[config.mk]
export PLATFORM = sky130hd
export DESIGN_NAME = adc_clock_reset_overflow_ctrl
export DESIGN_NICKNAME = d
export VERILOG_FILES = /design/src/adc_ctrl_pkg.sv /design/src/adc_clock_reset_overflow_ctrl.sv /design/src/overflow_timer.sv
export SDC_FILE = /design/constraint.sdc
export NUM_CORES = 1
export LEC_CHECK = 0
export BUFFER_PORTS_ARGS = -buffer_cell sky130_fd_sc_hd__buf_2
export CORE_MARGIN = 2
export CORE_UTILIZATION = 45
export CTS_CLUSTER_DIAMETER = 150
export DETAILED_ROUTE_END_ITERATION = 8
export MAX_ROUTING_LAYER = met4
export PLACE_DENSITY = 0.7
export RECOVER_POWER = 50
export SLEW_MARGIN = 0
export SYNTH_ARGS = -nofsm -noshare
export SYNTH_HDL_FRONTEND = slang
export SYNTH_HIERARCHICAL = 1
export SYNTH_SLANG_ARGS = --single-unit
[constraint.sdc]
create_clock -name clk_sys -period 2.46 [get_ports clk_sys]
set_input_delay 0.246 -clock clk_sys [delete_from_list [all_inputs] [get_ports clk_sys]]
set_output_delay 0.246 -clock clk_sys [all_outputs]
set_load 0.01 [all_outputs]
[src/adc_ctrl_pkg.sv]
// Purpose: Shared constants for converter clocking, reset and overflow control
// Assumes: Master clock domain clk_sys at 40 MHz
// Notes:   Ratios are master clocks per frame, bit clocks per frame
package adc_ctrl_pkg;

    localparam int CLK_HZ = 40_000_000;

    // Rate select encoding
    localparam logic [1:0] RATE_SINGLE = 2'h0;
    localparam logic [1:0] RATE_DOUBLE = 2'h1;
    localparam logic [1:0] RATE_QUAD   = 2'h2;
    localparam logic [1:0] RATE_SLAVE  = 2'h3;

    // Format select encoding
    localparam logic [1:0] FMT_LEFT = 2'h0;
    localparam logic [1:0] FMT_I2S  = 2'h1;
    localparam logic [1:0] FMT_TDM  = 2'h2;

    // Divider select: 0 div4, 1 div3, 2 div2, 3 div1.5, 4 div1
    localparam logic [2:0] DIV_4   = 3'h0;
    localparam logic [2:0] DIV_3   = 3'h1;
    localparam logic [2:0] DIV_2   = 3'h2;
    localparam logic [2:0] DIV_1P5 = 3'h3;
    localparam logic [2:0] DIV_1   = 3'h4;

    localparam logic [10:0] RATIO_1024 = 11'h400;
    localparam logic [10:0] RATIO_768  = 11'h300;
    localparam logic [10:0] RATIO_512  = 11'h200;
    localparam logic [10:0] RATIO_384  = 11'h180;
    localparam logic [10:0] RATIO_256  = 11'h100;
    localparam logic [10:0] RATIO_192  = 11'h0C0;
    localparam logic [10:0] RATIO_128  = 11'h080;
    localparam logic [10:0] RATIO_96   = 11'h060;
    localparam logic [10:0] RATIO_64   = 11'h040;
    localparam logic [10:0] RATIO_NONE = 11'h000;

    localparam logic [8:0] BITS_TWO_CH = 9'h040;
    localparam logic [8:0] BITS_TDM    = 9'h100;
    localparam logic [5:0] SLOT_BITS   = 6'h20;
    localparam int         NUM_CH      = 8;

    localparam int STARTUP_CYCLES = 524288;
    localparam int OVF_TIMEOUT    = 8192;

    // Register map
    localparam logic [7:0] OVF_STATUS_ADDR = 8'h02;
    localparam logic [7:0] OVF_MASK_ADDR   = 8'h03;

    typedef enum logic [1:0] {
        ST_OFF,
        ST_WAIT,
        ST_RUN
    } run_state_t;

endpackage : adc_ctrl_pkg

[src/adc_clock_reset_overflow_ctrl.sv]
// Purpose: Clock ratio, reset start-up and overflow alarm control
// Assumes: clk_sys is the master clock; rst_n is the device reset pin
// Notes:   Analogue path and control port protocol live elsewhere
`timescale 1ns/1ps
module adc_clock_reset_overflow_ctrl #(
    parameter int STARTUP_CYCLES = adc_ctrl_pkg::STARTUP_CYCLES,
    parameter int OVF_TIMEOUT    = adc_ctrl_pkg::OVF_TIMEOUT
) (
    input  wire logic        clk_sys,
    input  wire logic        rst_n,
    input  wire logic [1:0]  rate_select_pin,
    input  wire logic [1:0]  format_select_pin,
    input  wire logic [2:0]  divider_select_pin,
    input  wire logic        register_mode_enable,
    input  wire logic [1:0]  rate_select_reg,
    input  wire logic [1:0]  format_select_reg,
    input  wire logic [2:0]  divider_select_reg,
    input  wire logic        clocks_static,
    input  wire logic [7:0]  channel_over_range,
    input  wire logic        frame_sync_in,
    input  wire logic        reg_wr,
    input  wire logic        reg_rd,
    input  wire logic [7:0]  reg_addr,
    input  wire logic [7:0]  reg_wdata,
    output logic      [7:0]  reg_rdata,
    output logic      [7:0]  channel_irq,
    output logic             overflow_alarm_pin_o,
    output logic             overflow_alarm_pin_oe,
    output logic             audio_enable,
    output logic             power_down,
    output logic             is_master,
    output logic             config_legal,
    output logic      [10:0] mclk_per_frame,
    output logic      [8:0]  bits_per_frame,
    output logic      [2:0]  tdm_slot,
    output logic      [4:0]  tdm_bit
);
    // Captured configuration
    logic [1:0]               rate_reg;
    logic [1:0]               rate_next;
    logic [1:0]               fmt_reg;
    logic [1:0]               fmt_next;
    logic [2:0]               div_reg;
    logic [2:0]               div_next;
    logic                     capture_reg;
    logic                     capture_next;
    adc_ctrl_pkg::run_state_t state_reg;
    adc_ctrl_pkg::run_state_t state_next;
    logic [31:0]              wait_reg;
    logic [31:0]              wait_next;

    // Configuration pin synchronisers
    logic [1:0]               rate_meta_reg;
    logic [1:0]               rate_sync_reg;
    logic [1:0]               fmt_meta_reg;
    logic [1:0]               fmt_sync_reg;
    logic [2:0]               div_meta_reg;
    logic [2:0]               div_sync_reg;

    // Overflow registers
    logic [7:0]               status_reg;
    logic [7:0]               status_next;
    logic [7:0]               mask_reg;
    logic [7:0]               mask_next;

    // Frame sync synchroniser and slot counter
    logic                     fs_meta_reg;
    logic                     fs_sync_reg;
    logic                     fs_prev_reg;
    logic [7:0]               bitpos_reg;
    logic [7:0]               bitpos_next;
    logic [7:0]               ovr_meta_reg;
    logic [7:0]               ovr_sync_reg;

    logic [10:0] ratio;
    logic [8:0]  bits;
    logic        legal;
    logic        fs_rise;
    logic        alarm_active;

    // Master/slave and TDM ratio tables
    always_comb begin
        ratio = adc_ctrl_pkg::RATIO_NONE;
        bits  = (fmt_reg == adc_ctrl_pkg::FMT_TDM) ? adc_ctrl_pkg::BITS_TDM
                                                   : adc_ctrl_pkg::BITS_TWO_CH;
        legal = 1'b1;
        case (rate_reg)
            adc_ctrl_pkg::RATE_SINGLE: begin
                case (div_reg)
                    adc_ctrl_pkg::DIV_4:   ratio = adc_ctrl_pkg::RATIO_1024;
                    adc_ctrl_pkg::DIV_3:   ratio = adc_ctrl_pkg::RATIO_768;
                    adc_ctrl_pkg::DIV_2:   ratio = adc_ctrl_pkg::RATIO_512;
                    adc_ctrl_pkg::DIV_1P5: ratio = adc_ctrl_pkg::RATIO_384;
                    adc_ctrl_pkg::DIV_1:   ratio = adc_ctrl_pkg::RATIO_256;
                    default:               legal = 1'b0;
                endcase
            end
            adc_ctrl_pkg::RATE_DOUBLE: begin
                case (div_reg)
                    adc_ctrl_pkg::DIV_4:   ratio = adc_ctrl_pkg::RATIO_512;
                    adc_ctrl_pkg::DIV_3:   ratio = adc_ctrl_pkg::RATIO_384;
                    adc_ctrl_pkg::DIV_2:   ratio = adc_ctrl_pkg::RATIO_256;
                    adc_ctrl_pkg::DIV_1P5: ratio = adc_ctrl_pkg::RATIO_192;
                    adc_ctrl_pkg::DIV_1:   ratio = adc_ctrl_pkg::RATIO_128;
                    default:               legal = 1'b0;
                endcase
                // TDM master cannot reach the smaller dividers
                if (fmt_reg == adc_ctrl_pkg::FMT_TDM
                    && div_reg > adc_ctrl_pkg::DIV_2) begin
                    legal = 1'b0;
                end
            end
            adc_ctrl_pkg::RATE_QUAD: begin
                case (div_reg)
                    adc_ctrl_pkg::DIV_4:   ratio = adc_ctrl_pkg::RATIO_256;
                    adc_ctrl_pkg::DIV_3:   ratio = adc_ctrl_pkg::RATIO_192;
                    adc_ctrl_pkg::DIV_2:   ratio = adc_ctrl_pkg::RATIO_128;
                    adc_ctrl_pkg::DIV_1P5: ratio = adc_ctrl_pkg::RATIO_96;
                    adc_ctrl_pkg::DIV_1:   ratio = adc_ctrl_pkg::RATIO_64;
                    default:               legal = 1'b0;
                endcase
                if (fmt_reg == adc_ctrl_pkg::FMT_TDM
                    && div_reg != adc_ctrl_pkg::DIV_4) begin
                    legal = 1'b0;
                end
            end
            adc_ctrl_pkg::RATE_SLAVE: begin
                // Slave: ratio set by external master, all dividers usable
                ratio = adc_ctrl_pkg::RATIO_NONE;
                legal = (div_reg <= adc_ctrl_pkg::DIV_1);
            end
            default: legal = 1'b0;
        endcase
        if (fmt_reg > adc_ctrl_pkg::FMT_TDM) begin
            legal = 1'b0;
        end
    end

    // Configuration capture
    always_comb begin
        rate_next = rate_reg;
        fmt_next  = fmt_reg;
        div_next  = div_reg;
        if (capture_reg) begin
            // Straps sampled once; later pin changes wait for a reset
            rate_next = rate_sync_reg;
            fmt_next  = fmt_sync_reg;
            div_next  = div_sync_reg;
        end
        if (register_mode_enable) begin
            // Register mode overrides the pins
            rate_next = rate_select_reg;
            fmt_next  = format_select_reg;
            div_next  = divider_select_reg;
        end
    end

    // Start-up sequence
    always_comb begin
        capture_next = 1'b0;
        state_next   = state_reg;
        wait_next    = wait_reg;
        case (state_reg)
            adc_ctrl_pkg::ST_OFF: begin
                capture_next = 1'b1;
                state_next   = adc_ctrl_pkg::ST_WAIT;
                wait_next    = 32'(STARTUP_CYCLES - 2);
            end
            adc_ctrl_pkg::ST_WAIT: begin
                if (wait_reg == 32'h0000_0000) begin
                    state_next = adc_ctrl_pkg::ST_RUN;
                end else begin
                    wait_next = wait_reg - 32'h0000_0001;
                end
            end
            adc_ctrl_pkg::ST_RUN: state_next = adc_ctrl_pkg::ST_RUN;
            default: state_next = adc_ctrl_pkg::ST_OFF;
        endcase
    end

    // Overflow status and mask
    always_comb begin
        mask_next   = mask_reg;
        status_next = status_reg;
        if (reg_wr && register_mode_enable
            && reg_addr == adc_ctrl_pkg::OVF_MASK_ADDR) begin
            mask_next = reg_wdata;
        end
        // Read clears; new events win over the clear
        if (reg_rd && reg_addr == adc_ctrl_pkg::OVF_STATUS_ADDR) begin
            status_next = 8'h00;
        end
        status_next = status_next | ovr_sync_reg;
    end

    // TDM slot tracking from frame sync rise
    assign fs_rise = fs_sync_reg && !fs_prev_reg;
    always_comb begin
        bitpos_next = bitpos_reg + 8'h01;
        if (fs_rise) begin
            bitpos_next = 8'h00;
        end
    end

    // Pin synchronisers have no reset so straps are settled at release
    always_ff @(posedge clk_sys) begin
        rate_meta_reg <= rate_select_pin;
        rate_sync_reg <= rate_meta_reg;
        fmt_meta_reg  <= format_select_pin;
        fmt_sync_reg  <= fmt_meta_reg;
        div_meta_reg  <= divider_select_pin;
        div_sync_reg  <= div_meta_reg;
    end

    // Configuration and start-up state
    always_ff @(posedge clk_sys or negedge rst_n) begin
        if (!rst_n) begin
            rate_reg    <= adc_ctrl_pkg::RATE_SINGLE;
            fmt_reg     <= adc_ctrl_pkg::FMT_LEFT;
            div_reg     <= adc_ctrl_pkg::DIV_4;
            capture_reg <= 1'b0;
            state_reg   <= adc_ctrl_pkg::ST_OFF;
            wait_reg    <= 32'h0000_0000;
        end else begin
            rate_reg    <= rate_next;
            fmt_reg     <= fmt_next;
            div_reg     <= div_next;
            capture_reg <= capture_next;
            state_reg   <= state_next;
            wait_reg    <= wait_next;
        end
    end

    // Overflow status and mask
    always_ff @(posedge clk_sys or negedge rst_n) begin
        if (!rst_n) begin
            status_reg <= 8'h00;
            mask_reg   <= 8'h00;
        end else begin
            status_reg <= status_next;
            mask_reg   <= mask_next;
        end
    end

    // Event synchronisers and slot counter
    always_ff @(posedge clk_sys or negedge rst_n) begin
        if (!rst_n) begin
            fs_meta_reg  <= 1'b0;
            fs_sync_reg  <= 1'b0;
            fs_prev_reg  <= 1'b0;
            bitpos_reg   <= 8'h00;
            ovr_meta_reg <= 8'h00;
            ovr_sync_reg <= 8'h00;
        end else begin
            fs_meta_reg  <= frame_sync_in;
            fs_sync_reg  <= fs_meta_reg;
            fs_prev_reg  <= fs_sync_reg;
            bitpos_reg   <= bitpos_next;
            ovr_meta_reg <= channel_over_range;
            ovr_sync_reg <= ovr_meta_reg;
        end
    end

    overflow_timer #(
        .TIMEOUT (OVF_TIMEOUT)
    ) u_overflow_timer (
        .clk_sys (clk_sys),
        .rst_n   (rst_n),
        .trigger (|ovr_sync_reg),
        .active  (alarm_active)
    );

    // Pin mode only; open drain drives low while alarm active
    assign overflow_alarm_pin_o  = 1'b0;
    assign overflow_alarm_pin_oe = alarm_active
                                   && !register_mode_enable;
    assign channel_irq  = status_reg & mask_reg;
    assign reg_rdata    = (reg_addr == adc_ctrl_pkg::OVF_STATUS_ADDR)
                          ? status_reg
                          : (reg_addr == adc_ctrl_pkg::OVF_MASK_ADDR)
                          ? mask_reg : 8'h00;
    assign audio_enable = (state_reg == adc_ctrl_pkg::ST_RUN);
    // Reset with static clocks powers everything down
    assign power_down   = !rst_n && clocks_static;
    assign is_master    = (rate_reg != adc_ctrl_pkg::RATE_SLAVE);
    assign config_legal = legal;
    assign mclk_per_frame = ratio;
    assign bits_per_frame = bits;
    assign tdm_slot     = bitpos_reg[7:5];
    assign tdm_bit      = bitpos_reg[4:0];
endmodule : adc_clock_reset_overflow_ctrl

[src/overflow_timer.sv]
// Purpose: Retriggerable hold timer for the overflow alarm
// Assumes: Same clock as the caller
// Notes:   Restart wins over expiry in the same cycle
`timescale 1ns/1ps
module overflow_timer #(
    parameter int TIMEOUT = 8192
) (
    input  wire logic clk_sys,
    input  wire logic rst_n,
    input  wire logic trigger,
    output logic      active
);
    logic [31:0] count_reg;
    logic [31:0] count_next;
    logic        active_reg;
    logic        active_next;

    always_comb begin
        count_next  = count_reg;
        active_next = active_reg;
        if (trigger) begin
            count_next  = 32'(TIMEOUT);
            active_next = 1'b1;
        end else if (active_reg) begin
            if (count_reg <= 32'h0000_0001) begin
                count_next  = 32'h0000_0000;
                active_next = 1'b0;
            end else begin
                count_next = count_reg - 32'h0000_0001;
            end
        end
    end

    always_ff @(posedge clk_sys or negedge rst_n) begin
        if (!rst_n) begin
            count_reg  <= 32'h0000_0000;
            active_reg <= 1'b0;
        end else begin
            count_reg  <= count_next;
            active_reg <= active_next;
        end
    end

    assign active = active_reg;
endmodule : overflow_timer

* After elaboration in Yosys (flattened, before gate mapping)
Index checks and enable logic that the tools add are counted.
** Word-level totals
- Register bits :: 132
** Operators by class
- Add/subtract/negate cells :: 3
- Magnitude comparators :: 4
- Eq/ne operators :: 15
- Multiplexer cells :: 31
- Bitwise operators :: 2
- Reductions and logical operators :: 22
** Operators by type and width (number)
- $mux W32 :: 4
- $pmux W32 S2 :: 1
- $sub A32 B1 Y32 const B :: 2
- $pmux W11 S5 :: 1
- $pmux W10 S5 :: 1
- $pmux W9 S5 :: 1
- $pmux W11 S4 :: 1
- $le A32 B1 Y1 const B :: 1
- $logic_not A32 Y1 :: 1
- $mux W8 :: 4
- $eq A8 B2 Y1 const B :: 2
- $mux W2 :: 5
- $mux W9 :: 1
- $add A8 B1 Y8 const B :: 1
- $and A8 B8 Y8 :: 1
- $eq A2 B2 Y1 const B :: 4
- $logic_and A1 B1 Y1 :: 8
- $mux W1 :: 8
- $or A8 B8 Y8 :: 1
- $reduce_or A8 Y1 :: 1
- $eq A3 B2 Y1 const B :: 2
- $mux W3 :: 2
- $ne A2 B2 Y1 const B :: 3
- $pmux W2 S3 :: 1
- other kinds (14) :: 20

* Longest topological paths before layout
Gate-level depths: netlist (run 1).
- Depth after elaboration :: 6
- Mapped depth :: 8
- Mapped depth without buffers :: 7

* Modules after synthesis
Netlist (run 1), hierarchy kept.
** By module, submodules not included
- adc_clock_reset_overflow_ctrl :: times used 1, cells an instance 402, area an instance 4421.7 um^2, sequential area each 2407.3 um^2
- overflow_timer :: times used 1, cells an instance 209, area an instance 1921.8 um^2, sequential area each 825.8 um^2

* Worst setup path before layout (run 1)
OpenSTA, ideal clock, no wires.
- Kind :: register to register
- From :: register wait_reg[1]
- To :: register wait_reg[30]
- Setup time :: 78 ps
- Data arrival time :: 2085 ps
- Setup slack :: 297 ps
- Cell stages (with the launch flop) :: 8
- Buffers on the path :: 0
- Period minus slack after synthesis :: 2163 ps
- Path through :: dfrtp_1 -> inv_1 -> ha_1 -> or3b_2 -> nor4_4 -> o211ai_4 -> or3_1 -> a21oi_1
** Between the ends
- Longest elaborated chain between the ends :: 3
- Elaborated cells between the ends (all ways) :: 6
- Those cells by class :: 1 x add/sub; 1 x eq/ne; 2 x mux; 2 x reduce/logical
** Ends and longest elaborated chain
- from (decl) :: line adc_clock_reset_overflow_ctrl.sv:49 : logic [31:0] wait_reg;
- from (signal assigned) :: line adc_clock_reset_overflow_ctrl.sv:230 : wait_reg <= wait_next;
- $sub A32 B1 Y32 / $logic_not A32 Y1 (equally long branches) :: line adc_clock_reset_overflow_ctrl.sv:173, adc_clock_reset_overflow_ctrl.sv:170
- $mux W32 / $ne A2 B2 Y1 (equally long branches)
- $pmux W32 S2 / $reduce_and A2 Y1 (equally long branches)
Several ways; a longest one is shown, not always the timed one. The select of a mux whose other input is x is not followed.
A chain may end at the register's enable or synchronous reset.

* Worst setup path after layout (run 1)
- From :: register wait_reg[1]
- To :: register wait_reg[26]
Same word-level chain as after synthesis.

==> results of run 1 <==
==> repair_timing <==
item                       4_1_cts  5_1_grt
resized for setup                0        3
buffers inserted                 0        1
hold endpoints to repair        51        0
setup endpoints to repair        0        8
hold buffers                    17        0
==> kinds of logic (layout without fill, tap and decap cells) <==
| group | count (synthesis) | count (layout) | share of synthesized area |
|---|---|---|---|
| compound gates | 118 | 118 | 0.1294 |
| xor+xnor | 20 | 20 | 0.02761 |
| fa+ha+maj | 7 | 7 | 0.01381 |
| buf+inv | 50 | 177 | 0.03846 |
| flops | 132 | 132 | 0.5097 |
| mux | 26 | 26 | 0.04280 |
| other cells | 1 | 13 | 0.0005911 |
| simple gates | 257 | 257 | 0.2377 |
==> routing by layer <==
layer | global-route usage | up-vias | part of all wire
li1 | - | 2483 | -
met1 | 0.2564 | 2516 | 0.45
met2 | 0.3349 | 169 | 0.48
met3 | 0.04926 | 14 | 0.060
met4 | 0.05891 | 0 | 0.010
met5 | - | - | 0
==> worst max path at each step <==
| stage | start | to | slack, ps | cells after the start |
|---|---|---|---|---|
| 2_1_floorplan | wait_reg[1] | wait_reg[30] | 300 | 7 |
| 3_3_place_gp | wait_reg[1] | wait_reg[26] | 200 | 7 |
| 3_5_place_dp | wait_reg[1] | wait_reg[2] | 80 | 7 |
| 4_1_cts | wait_reg[1] | wait_reg[2] | 50 | 7 |
| 5_1_grt | wait_reg[1] | wait_reg[30] | -30 | 7 |
| 6_report | wait_reg[1] | wait_reg[26] | 60 | 7 |
==> area by class of cell <==
type | count | share of cell area
clock buffers | 19 | 0.05650
clock inverters | 13 | 0.01883
inverters | 14 | 0.006704
multi-input cells | 441 | 0.3727
flip-flops and latches | 132 | 0.4124
well taps | 180 | 0.02873
repair buffers | 131 | 0.1041
==> power groups by stage <==
stage               Clock [mW]  Sequential, mW  Combinational [mW]
floorplan                    0            2.32               0.159
global placement             0            2.33               0.280
detailed placement           0            2.33               0.289
CTS                       2.54            2.29               0.315
global route              2.64            2.30               0.345
finish                    2.49            2.29               0.305
==> through the flow <==
stage          total power [mW]  TNS, ps
2_1_floorplan             2.481        0
4_1_cts                   5.147        0
5_1_grt                   5.284   -54.85
3_3_place_gp              2.608        0
3_5_place_dp              2.621        0
6_report                  5.092        0
==> critical path: stages, from the launching register on <==
cell      delay, ps
dfrtp_1         420
inv_1            90
ha_1            220
or3b_2          540
nor4_4          390
o211ai_4        140
or3_1           340
a21oi_1         180
==> cells in the mapped netlist (4+ instances only) <==
master,count,share of area
mux2i_1,17,0.027
o2111ai_1,5,0.0069
nor4_4,4,0.013
or3_1,20,0.020
and2_1,8,0.0079
a21o_1,9,0.011
ha_1,7,0.014
nand2_1,45,0.027
nand4_1,5,0.0049
nor2b_1,8,0.0079
nor3_1,23,0.018
a22o_1,9,0.012
nand4b_1,4,0.0055
dfrtp_1,118,0.47
or4_1,9,0.011
nor4_1,27,0.027
dfxtp_1,14,0.044
xnor2_1,10,0.014
nor2_1,43,0.025
xor2_1,10,0.014
buf_2,6,0.0047
buf_4,13,0.015
inv_1,14,0.0083
or4_4,4,0.0071
clkbuf_1,17,0.010
nand3b_1,5,0.0059
o31ai_1,13,0.015
mux2_2,9,0.016
o21ai_0,22,0.017
nand3_1,21,0.017
a21oi_1,28,0.022
and3_1,4,0.0039
nand2b_1,9,0.0089
==> results.tsv, run 1 <==
stage	metric	value	unit
setup_path	crit_path_start_kind	register	
global_routing	grt_max_degree	119	
setup_path	cp.arrival	2730	ps
die	boundaryPins	95	
timing	worst_slew_margin_rel	-0.06126	
layout	multi_input_area	2922	sq um
die	start_util	0.4588	
timing	whs	57.67	ps
pwr	swShare	0.2328	
yosys	synth_enable_flop_cells	0	
worst_hold_path	min_to	div_reg[1]	
route	drt_pre_antenna_iters	5	
placement	dp_slack	84.45	ps
yosys	yosysUniqueCellTypes	71	
global_routing	antenna_found_initial	0	
clock_network	clk_pin_slew_worst_paths	60	ps
timing	finalCriticalPeriod	2401	ps
die	die-area	15060	sq um
layout	nNetsFinal	789	
layout	post-route-util	0.5669	
pwr	p_leak	3.528	nW
layout	area_delta_synth_final	23.57	%
timing	post-route-period-util	0.9760	
layout	fillers	1153	
setup_path	reg2reg_setup_slack	60	ps
global_routing	grt_remaining_overflow	0	
worst_hold_path	hold_start	divider_select_reg[1]	
yosys	synthFlopType	dfrtp_1	
layout	layout_commonest_cell	dfrtp_1	
layout	final_layout_size_suffix_gt1_frac	0.2333	
yosys	syn_avg_cell_area	10.38	sq um
route	ant_nets	0	
placement	place.gp.congestion	0.9069	
die	coreArea	13830	sq um
route	drc_errors	0	
route	vias	5182	
layout	mostFrequentLayoutCells	dfrtp_1, buf_2, nand2_1, nor2_1, buf_4	
pwr	pwr-share-clk	0.490	
pwr	seqPwrFrac	0.450	
pwr	peakVddDrop	0.6733	mV
pwr	power_density	649.6	nW/um^2
setup_path	path_max_fanout	5	
yosys	syn_area	6344	sq um
timing	setup_ws	58.94	ps
layout	final_area	7839	sq um
setup_path	crit_type	register to register	
setup_path	timing.rr.end	wait_reg[26]	
timing	max_freq	416.5	MHz
clock_network	root_buffer	clkbuf_16	
placement	dpl_cell_area	7083	sq um
timing	worst_pin_slew	1592	ps
die	rows	43	
die	die_w	122.7	um
timing	finalHoldViolations	0	
placement	hpwl	10.07	mm
status	violations	max-capacitance violations, max-slew violations	
clock_network	h-tree-depth	4	
clock_network	clock_latency	410	ps
pwr	power_frac_comb	0.060	
pwr	internal-power	3.907	mW
route	wl_per_cell	15.56	um
setup_path	r2r-start	wait_reg[1]	
yosys	async_flop_share	0.8939	
yosys	synthCells	611	
layout	final_cells	930	
route	drt-initial-drc-count	353	
setup_path	worstPathRequired	2790	ps
layout	ff_latch_area	3233	sq um
setup_path	end_kind	register	
worst_hold_path	hp-class	input port to register	
yosys	ys_warn_count	6	
worst_hold_path	min_delay_path_depth	3	
timing	setup_viol	0	
clock_network	cts_sinks	132	
placement	port_buffers	81	
status	status	complete, but fails checks	
route	via_per_inst	5.572	
placement	dp.cells	880	
die	die_y	122.7	um
yosys	yosysSeqAreaShare	0.5097	
clock_network	cts_tree	yes	
global_routing	grt_pass1_vias	5037	
pwr	p_switching	1.186	mW
yosys	ys_seq_elements	132	
layout	n_antenna_cell	0	
clock_network	cts_buffer_depth	2	
global_routing	grt_use_total	0.2058	
clock_network	cts_made_buffers	17	
global_routing	grt_pass1_wl	23.73	mm
setup_path	reg2reg_depth	7	
route	wl	14.47	mm
run	max_cap_viol_count	1	
timing	skew	6.401	ps
timing	slew_viol_final	119	
(Power assumes the default switching activity.)
==> run 2, diff against run 1 <==
BUFFER_PORTS_ARGS = unset   (was -buffer_cell sky130_fd_sc_hd__buf_2)
DONT_BUFFER_PORTS = 1   (was unset)
PLACE_DENSITY = 0.65   (was 0.7)
==> results.tsv, run 2 (synthesis results as in run 1) <==
stage	metric	value	unit
clock_network	hold_buffers	32	
die	coreArea	13830	sq um
route	ant_nets	0	
pwr	p_leak	3.250	nW
route	drc_errors	0	
layout	mostFrequentLayoutCells	dfrtp_1, nand2_1, nor2_1, dlygate4sd3_1, buf_4	
timing	grt_setup_unrepaired	yes	
route	wl	14.44	mm
worst_hold_path	hp-class	input port to asynchronous set/reset pin	
layout	n_antenna_cell	0	
route	drt_pre_antenna_iters	5	
global_routing	grt_max_degree	120	
placement	port_buffers	0	
timing	setup_viol	0	
timing	skew	8.935	ps
die	die_w	122.7	um
clock_network	cts_tree	yes	
setup_path	timing.rr.end	wait_reg[30]	
layout	fillers	1180	
timing	max_freq	429.7	MHz
clock_network	cts_sinks	132	
setup_path	critPathSlowestCell	or3b_2	
global_routing	grt_pass1_vias	4817	
setup_path	slowest_delay	530	ps
setup_path	cp_cell_sequence	inv_1 -> ha_1 -> or3b_2 -> nor4_4 -> o211ai_4 -> or3_1 -> a21oi_1	
clock_network	clock_latency	430	ps
timing	finalHoldViolations	118	
layout	nNetsFinal	722	
placement	place.gp.congestion	0.8780	
layout	final_cells	863	
status	violations	negative hold slack	
timing	post-route-period-util	0.9460	
setup_path	end_kind	register	
timing	finalSetupTns	0	ps
timing	finalCriticalPeriod	2327	ps
pwr	power_density	668.1	nW/um^2
layout	final_layout_size_suffix_gt1_frac	0.1420	
setup_path	reg2reg_setup_slack	130	ps
clock_network	clk_pin_slew_worst_paths	60	ps
setup_path	r2r-start	wait_reg[1]	
route	drt-initial-drc-count	360	
status	status	complete, but fails checks	
die	die_y	122.7	um
timing	whs	-492.7	ps
route	via_per_inst	5.794	
setup_path	path_max_fanout	5	
clock_network	cts_buffer_depth	2	
route	wl_per_cell	16.73	um
global_routing	grt_remaining_overflow	0	
clock_network	root_buffer	clkbuf_16	
layout	area_delta_synth_final	19.86	%
layout	post-route-util	0.5499	
placement	dp.cells	799	
die	boundaryPins	95	
clock_network	cts_made_buffers	17	
setup_path	cp.arrival	2680	ps
clock_network	h-tree-depth	4	
timing	slew_viol_final	0	
setup_path	critPathLaunch	wait_reg[1]	
global_routing	antenna_found_initial	0	
pwr	peakVddDrop	0.4227	mV
placement	hpwl	9.585	mm
global_routing	grt_pass1_wl	23.77	mm
die	rows	43	
global_routing	grt_use_total	0.2092	
timing	worst_slew_margin_rel	0.5261	
setup_path	reg2reg_depth	7	
route	vias	5000	
die	die-area	15060	sq um
setup_path	crit_type	register to register	
layout	layout_commonest_cell	dfrtp_1	
run	max_cap_viol_count	0	
die	start_util	0.4588	
setup_path	crit_path_start_kind	register	
timing	worst_pin_slew	708.3	ps
setup_path	worstPathRequired	2820	ps
run 2: cell types whose count changed in the layout (fill, tap and decap cells not counted), moves of 3 or more:
cell / before / now
buf_2: 76 / 0
clkbuf_16: 17 / 20
dlygate4sd3_1: 17 / 32
inv_4: 0 / 3
clkbuf_1: 5 / 1
run 2: per-stage QoR:
step	hold WS (ps)	cell area [sq um]	setup slack (ps)	power, mW
after CTS	-508.9	7594	80.69	5.142
after detailed placement	-45.58	6663	104.3	2.504
after floorplan	-49.59	6389	297.0	2.481
after global routing	-514.4	7604	-8.883	5.280
after global placement	-45.74	6663	194.4	2.497
final	-492.7	7604	132.8	5.080
run 2: area by class of cell:
cell class	count	area [sq um]	area share
Clock inverter	11	106.4	0.01399
Clock buffer	21	504.2	0.06632
Multi-Input combinational cell	441	2922	0.3842
Timing Repair Buffer	64	560.5	0.07372
Tap cell	180	225.2	0.02962
Inverter	14	52.55	0.006911
Sequential cell	132	3233	0.4252
run 2: layer usage:
metal,GRT usage,routed length [um]
met1,0.2582,6201
met2,0.3208,7012
met3,0.06041,921
met4,0.09052,301
met5,-,0
run 2: worst max-delay path by stage:
stage / endpoint / slack [ps]
floorplan: wait_reg[30] / 300
global placement: wait_reg[26] / 190
detailed placement: wait_reg[26] / 100
CTS: wait_reg[26] / 80
global route: u_overflow_timer/count_reg[13] / -9
finish: wait_reg[30] / 130
run 2: power by group:
part           total [mW]  internal, mW  switching [mW]
clock                2.57          1.58           0.986
combinational       0.200         0.104          0.0957
sequential           2.31          2.23          0.0772
total                5.08          3.92            1.16
run 2: critical path: cells and delay by family (launching register included):
family / cells / cell delay (ps)
AOI/OAI and AO/OA: 2 / 300
adders and majority gates: 1 / 200
buffers and inverters: 1 / 90
DFF: 1 / 410
and+or+nand+nor: 3 / 1260
run 2: repair_timing:
action / in CTS / in global routing
endpoints found under the hold margin: 149 / 118
buffers inserted: 0 / 0
setup endpoints to repair: 0 / 5
gates resized for setup: 0 / 2
==> run 3, diff against run 2 <==
CAP_MARGIN = 15   (was unset)
CORE_UTILIZATION = 23   (was 45)
PLACE_DENSITY = 0.41   (was 0.65)
==> results.tsv, run 3 (synthesis results as in run 1) <==
stage	metric	value	unit
route	wl_per_cell	16.05	um
timing	post-route-period-util	0.9412	
timing	slew_viol_final	0	
timing	grt_setup_unrepaired	no	
timing	whs	-484.6	ps
setup_path	worstPathRequired	2770	ps
route	drt-initial-drc-count	341	
route	via_per_inst	4.913	
route	drc_errors	0	
global_routing	grt_pass1_wl	27.75	mm
pwr	swShare	0.2560	
clock_network	hold_buffers	32	
die	boundaryPins	95	
route	vias	5085	
route	wl	16.61	mm
layout	area_delta_synth_final	24.04	%
die	coreArea	27030	sq um
timing	worst_slew_margin_rel	0.5790	
timing	finalHoldViolations	118	
pwr	seqPwrFrac	0.455	
worst_hold_path	hp-class	input port to asynchronous set/reset pin	
placement	dp_slack	124.1	ps
timing	setup_ws	144.6	ps
pwr	pwr-share-clk	0.504	
setup_path	cp-endpoint	u_overflow_timer/count_reg[31]	
setup_path	critPathLaunch	u_overflow_timer/count_reg[4]	
pwr	p_switching	1.299	mW
setup_path	cp.arrival	2620	ps
timing	finalSetupTns	0	ps
status	violations	negative hold slack	
timing	max_freq	431.9	MHz
die	start_util	0.2347	
status	status	complete, but fails checks	
clock_network	cts_sinks	132	
layout	final_layout_size_suffix_gt1_frac	0.1556	
setup_path	r2r-start	u_overflow_timer/count_reg[4]	
setup_path	path_max_fanout	9	
placement	port_buffers	0	
setup_path	timing.rr.end	u_overflow_timer/count_reg[31]	
die	die_y	170.1	um
placement	place.gp.congestion	0.8567	
global_routing	antenna_found_initial	1	
pwr	internal-power	3.775	mW
layout	fillers	2770	
die	die_w	170.1	um
die	die-area	28930	sq um
route	ant_nets	0	
global_routing	grt_max_degree	120	
global_routing	grt_remaining_overflow	0	
pwr	peakVddDrop	0.4551	mV
die	rows	60	
setup_path	end_kind	register	
timing	skew	12.38	ps
setup_path	reg2reg_depth	5	
setup_path	crit_path_start_kind	register	
clock_network	cts_made_buffers	17	
layout	mostFrequentLayoutCells	dfrtp_1, nand2_1, nor2_1, buf_4, dlygate4sd3_1	
setup_path	reg2reg_setup_slack	140	ps
layout	final_cells	1035	
placement	dp.cells	970	
clock_network	root_buffer	clkbuf_16	
clock_network	clock_latency	420	ps
pwr	p_leak	3.280	nW
layout	n_antenna_cell	0	
clock_network	h-tree-depth	4	
global_routing	grt_use_total	0.1251	
timing	finalCriticalPeriod	2315	ps
layout	layout_commonest_cell	dfrtp_1	
run	max_cap_viol_count	0	
clock_network	cts_tree	yes	
layout	nNetsFinal	733	
timing	worst_pin_slew	631.5	ps
route	drt_pre_antenna_iters	8	
global_routing	grt_pass1_vias	5167	
pwr	power_frac_comb	0.040	
clock_network	clk_pin_slew_worst_paths	70	ps
pwr	power_density	644.8	nW/um^2
placement	hpwl	11.48	mm
setup_path	crit_type	register to register	
timing	setup_viol	0	
clock_network	cts_buffer_depth	2	
run 3: power groups by stage:
stage	registers, mW	logic, mW	clock network, mW
floorplan	2.32	0.159	0
global placement	2.35	0.153	0
detailed placement	2.35	0.157	0
CTS	2.31	0.204	2.65
global route	2.32	0.230	2.75
finish	2.31	0.205	2.56
run 3: final cells by class:
| type | instances | area, sq um | share of cell area |
|---|---|---|---|
| clock buffers | 17 | 425.4 | 0.05406 |
| clock inverters | 15 | 166.4 | 0.02115 |
| inverters | 14 | 52.55 | 0.006678 |
| multi-input cells | 441 | 2922 | 0.3713 |
| flip-flops and latches | 132 | 3233 | 0.4109 |
| well taps | 341 | 426.7 | 0.05422 |
| repair buffers | 75 | 643.1 | 0.08173 |
run 3: what timing repair did:
item | 4_1_cts | 5_1_grt
hold endpoints to repair | 149 | 118
endpoints found under the setup margin | 0 | 15
resized for setup | 0 | 3
buffers inserted | 0 | 1
run 3: routing by layer:
| layer | vias to the layer above | track usage | share of wire |
|---|---|---|---|
| li1 | 2360 | - | - |
| met1 | 2572 | 0.1635 | 0.47 |
| met2 | 145 | 0.1918 | 0.47 |
| met3 | 8 | 0.03047 | 0.049 |
| met4 | 0 | 0.03790 | 0.0072 |
| met5 | - | - | 0 |
run 3: critical path, stage by stage (launching register included):
cell and delay (ps):
dfrtp_1 440, nor4_1 560, nand4b_1 260, buf_4 250, or4_1 480, a41o_1 220
run 3: per-stage QoR:
step                      power, mW  cell area, sq um    util
after floorplan               2.481              6389       -
after global placement        2.502              6939  0.2568
after detailed placement      2.510              6939  0.2568
after CTS                     5.164              7851  0.2905
after global routing          5.302              7869  0.2912
final                         5.074              7869  0.2912
run 3: worst min path at each step:
stage	start	endpoint	slack [ps]	cells past startpoint
6_report	rst_n	fs_meta_reg	-480	0
5_1_grt	rst_n	fs_meta_reg	-520	0
4_1_cts	rst_n	fs_meta_reg	-510	0
3_5_place_dp	rst_n	fs_meta_reg	-50	0
3_3_place_gp	rst_n	fs_sync_reg	-50	0
2_1_floorplan	rst_n	bitpos_reg[0]	-50	0
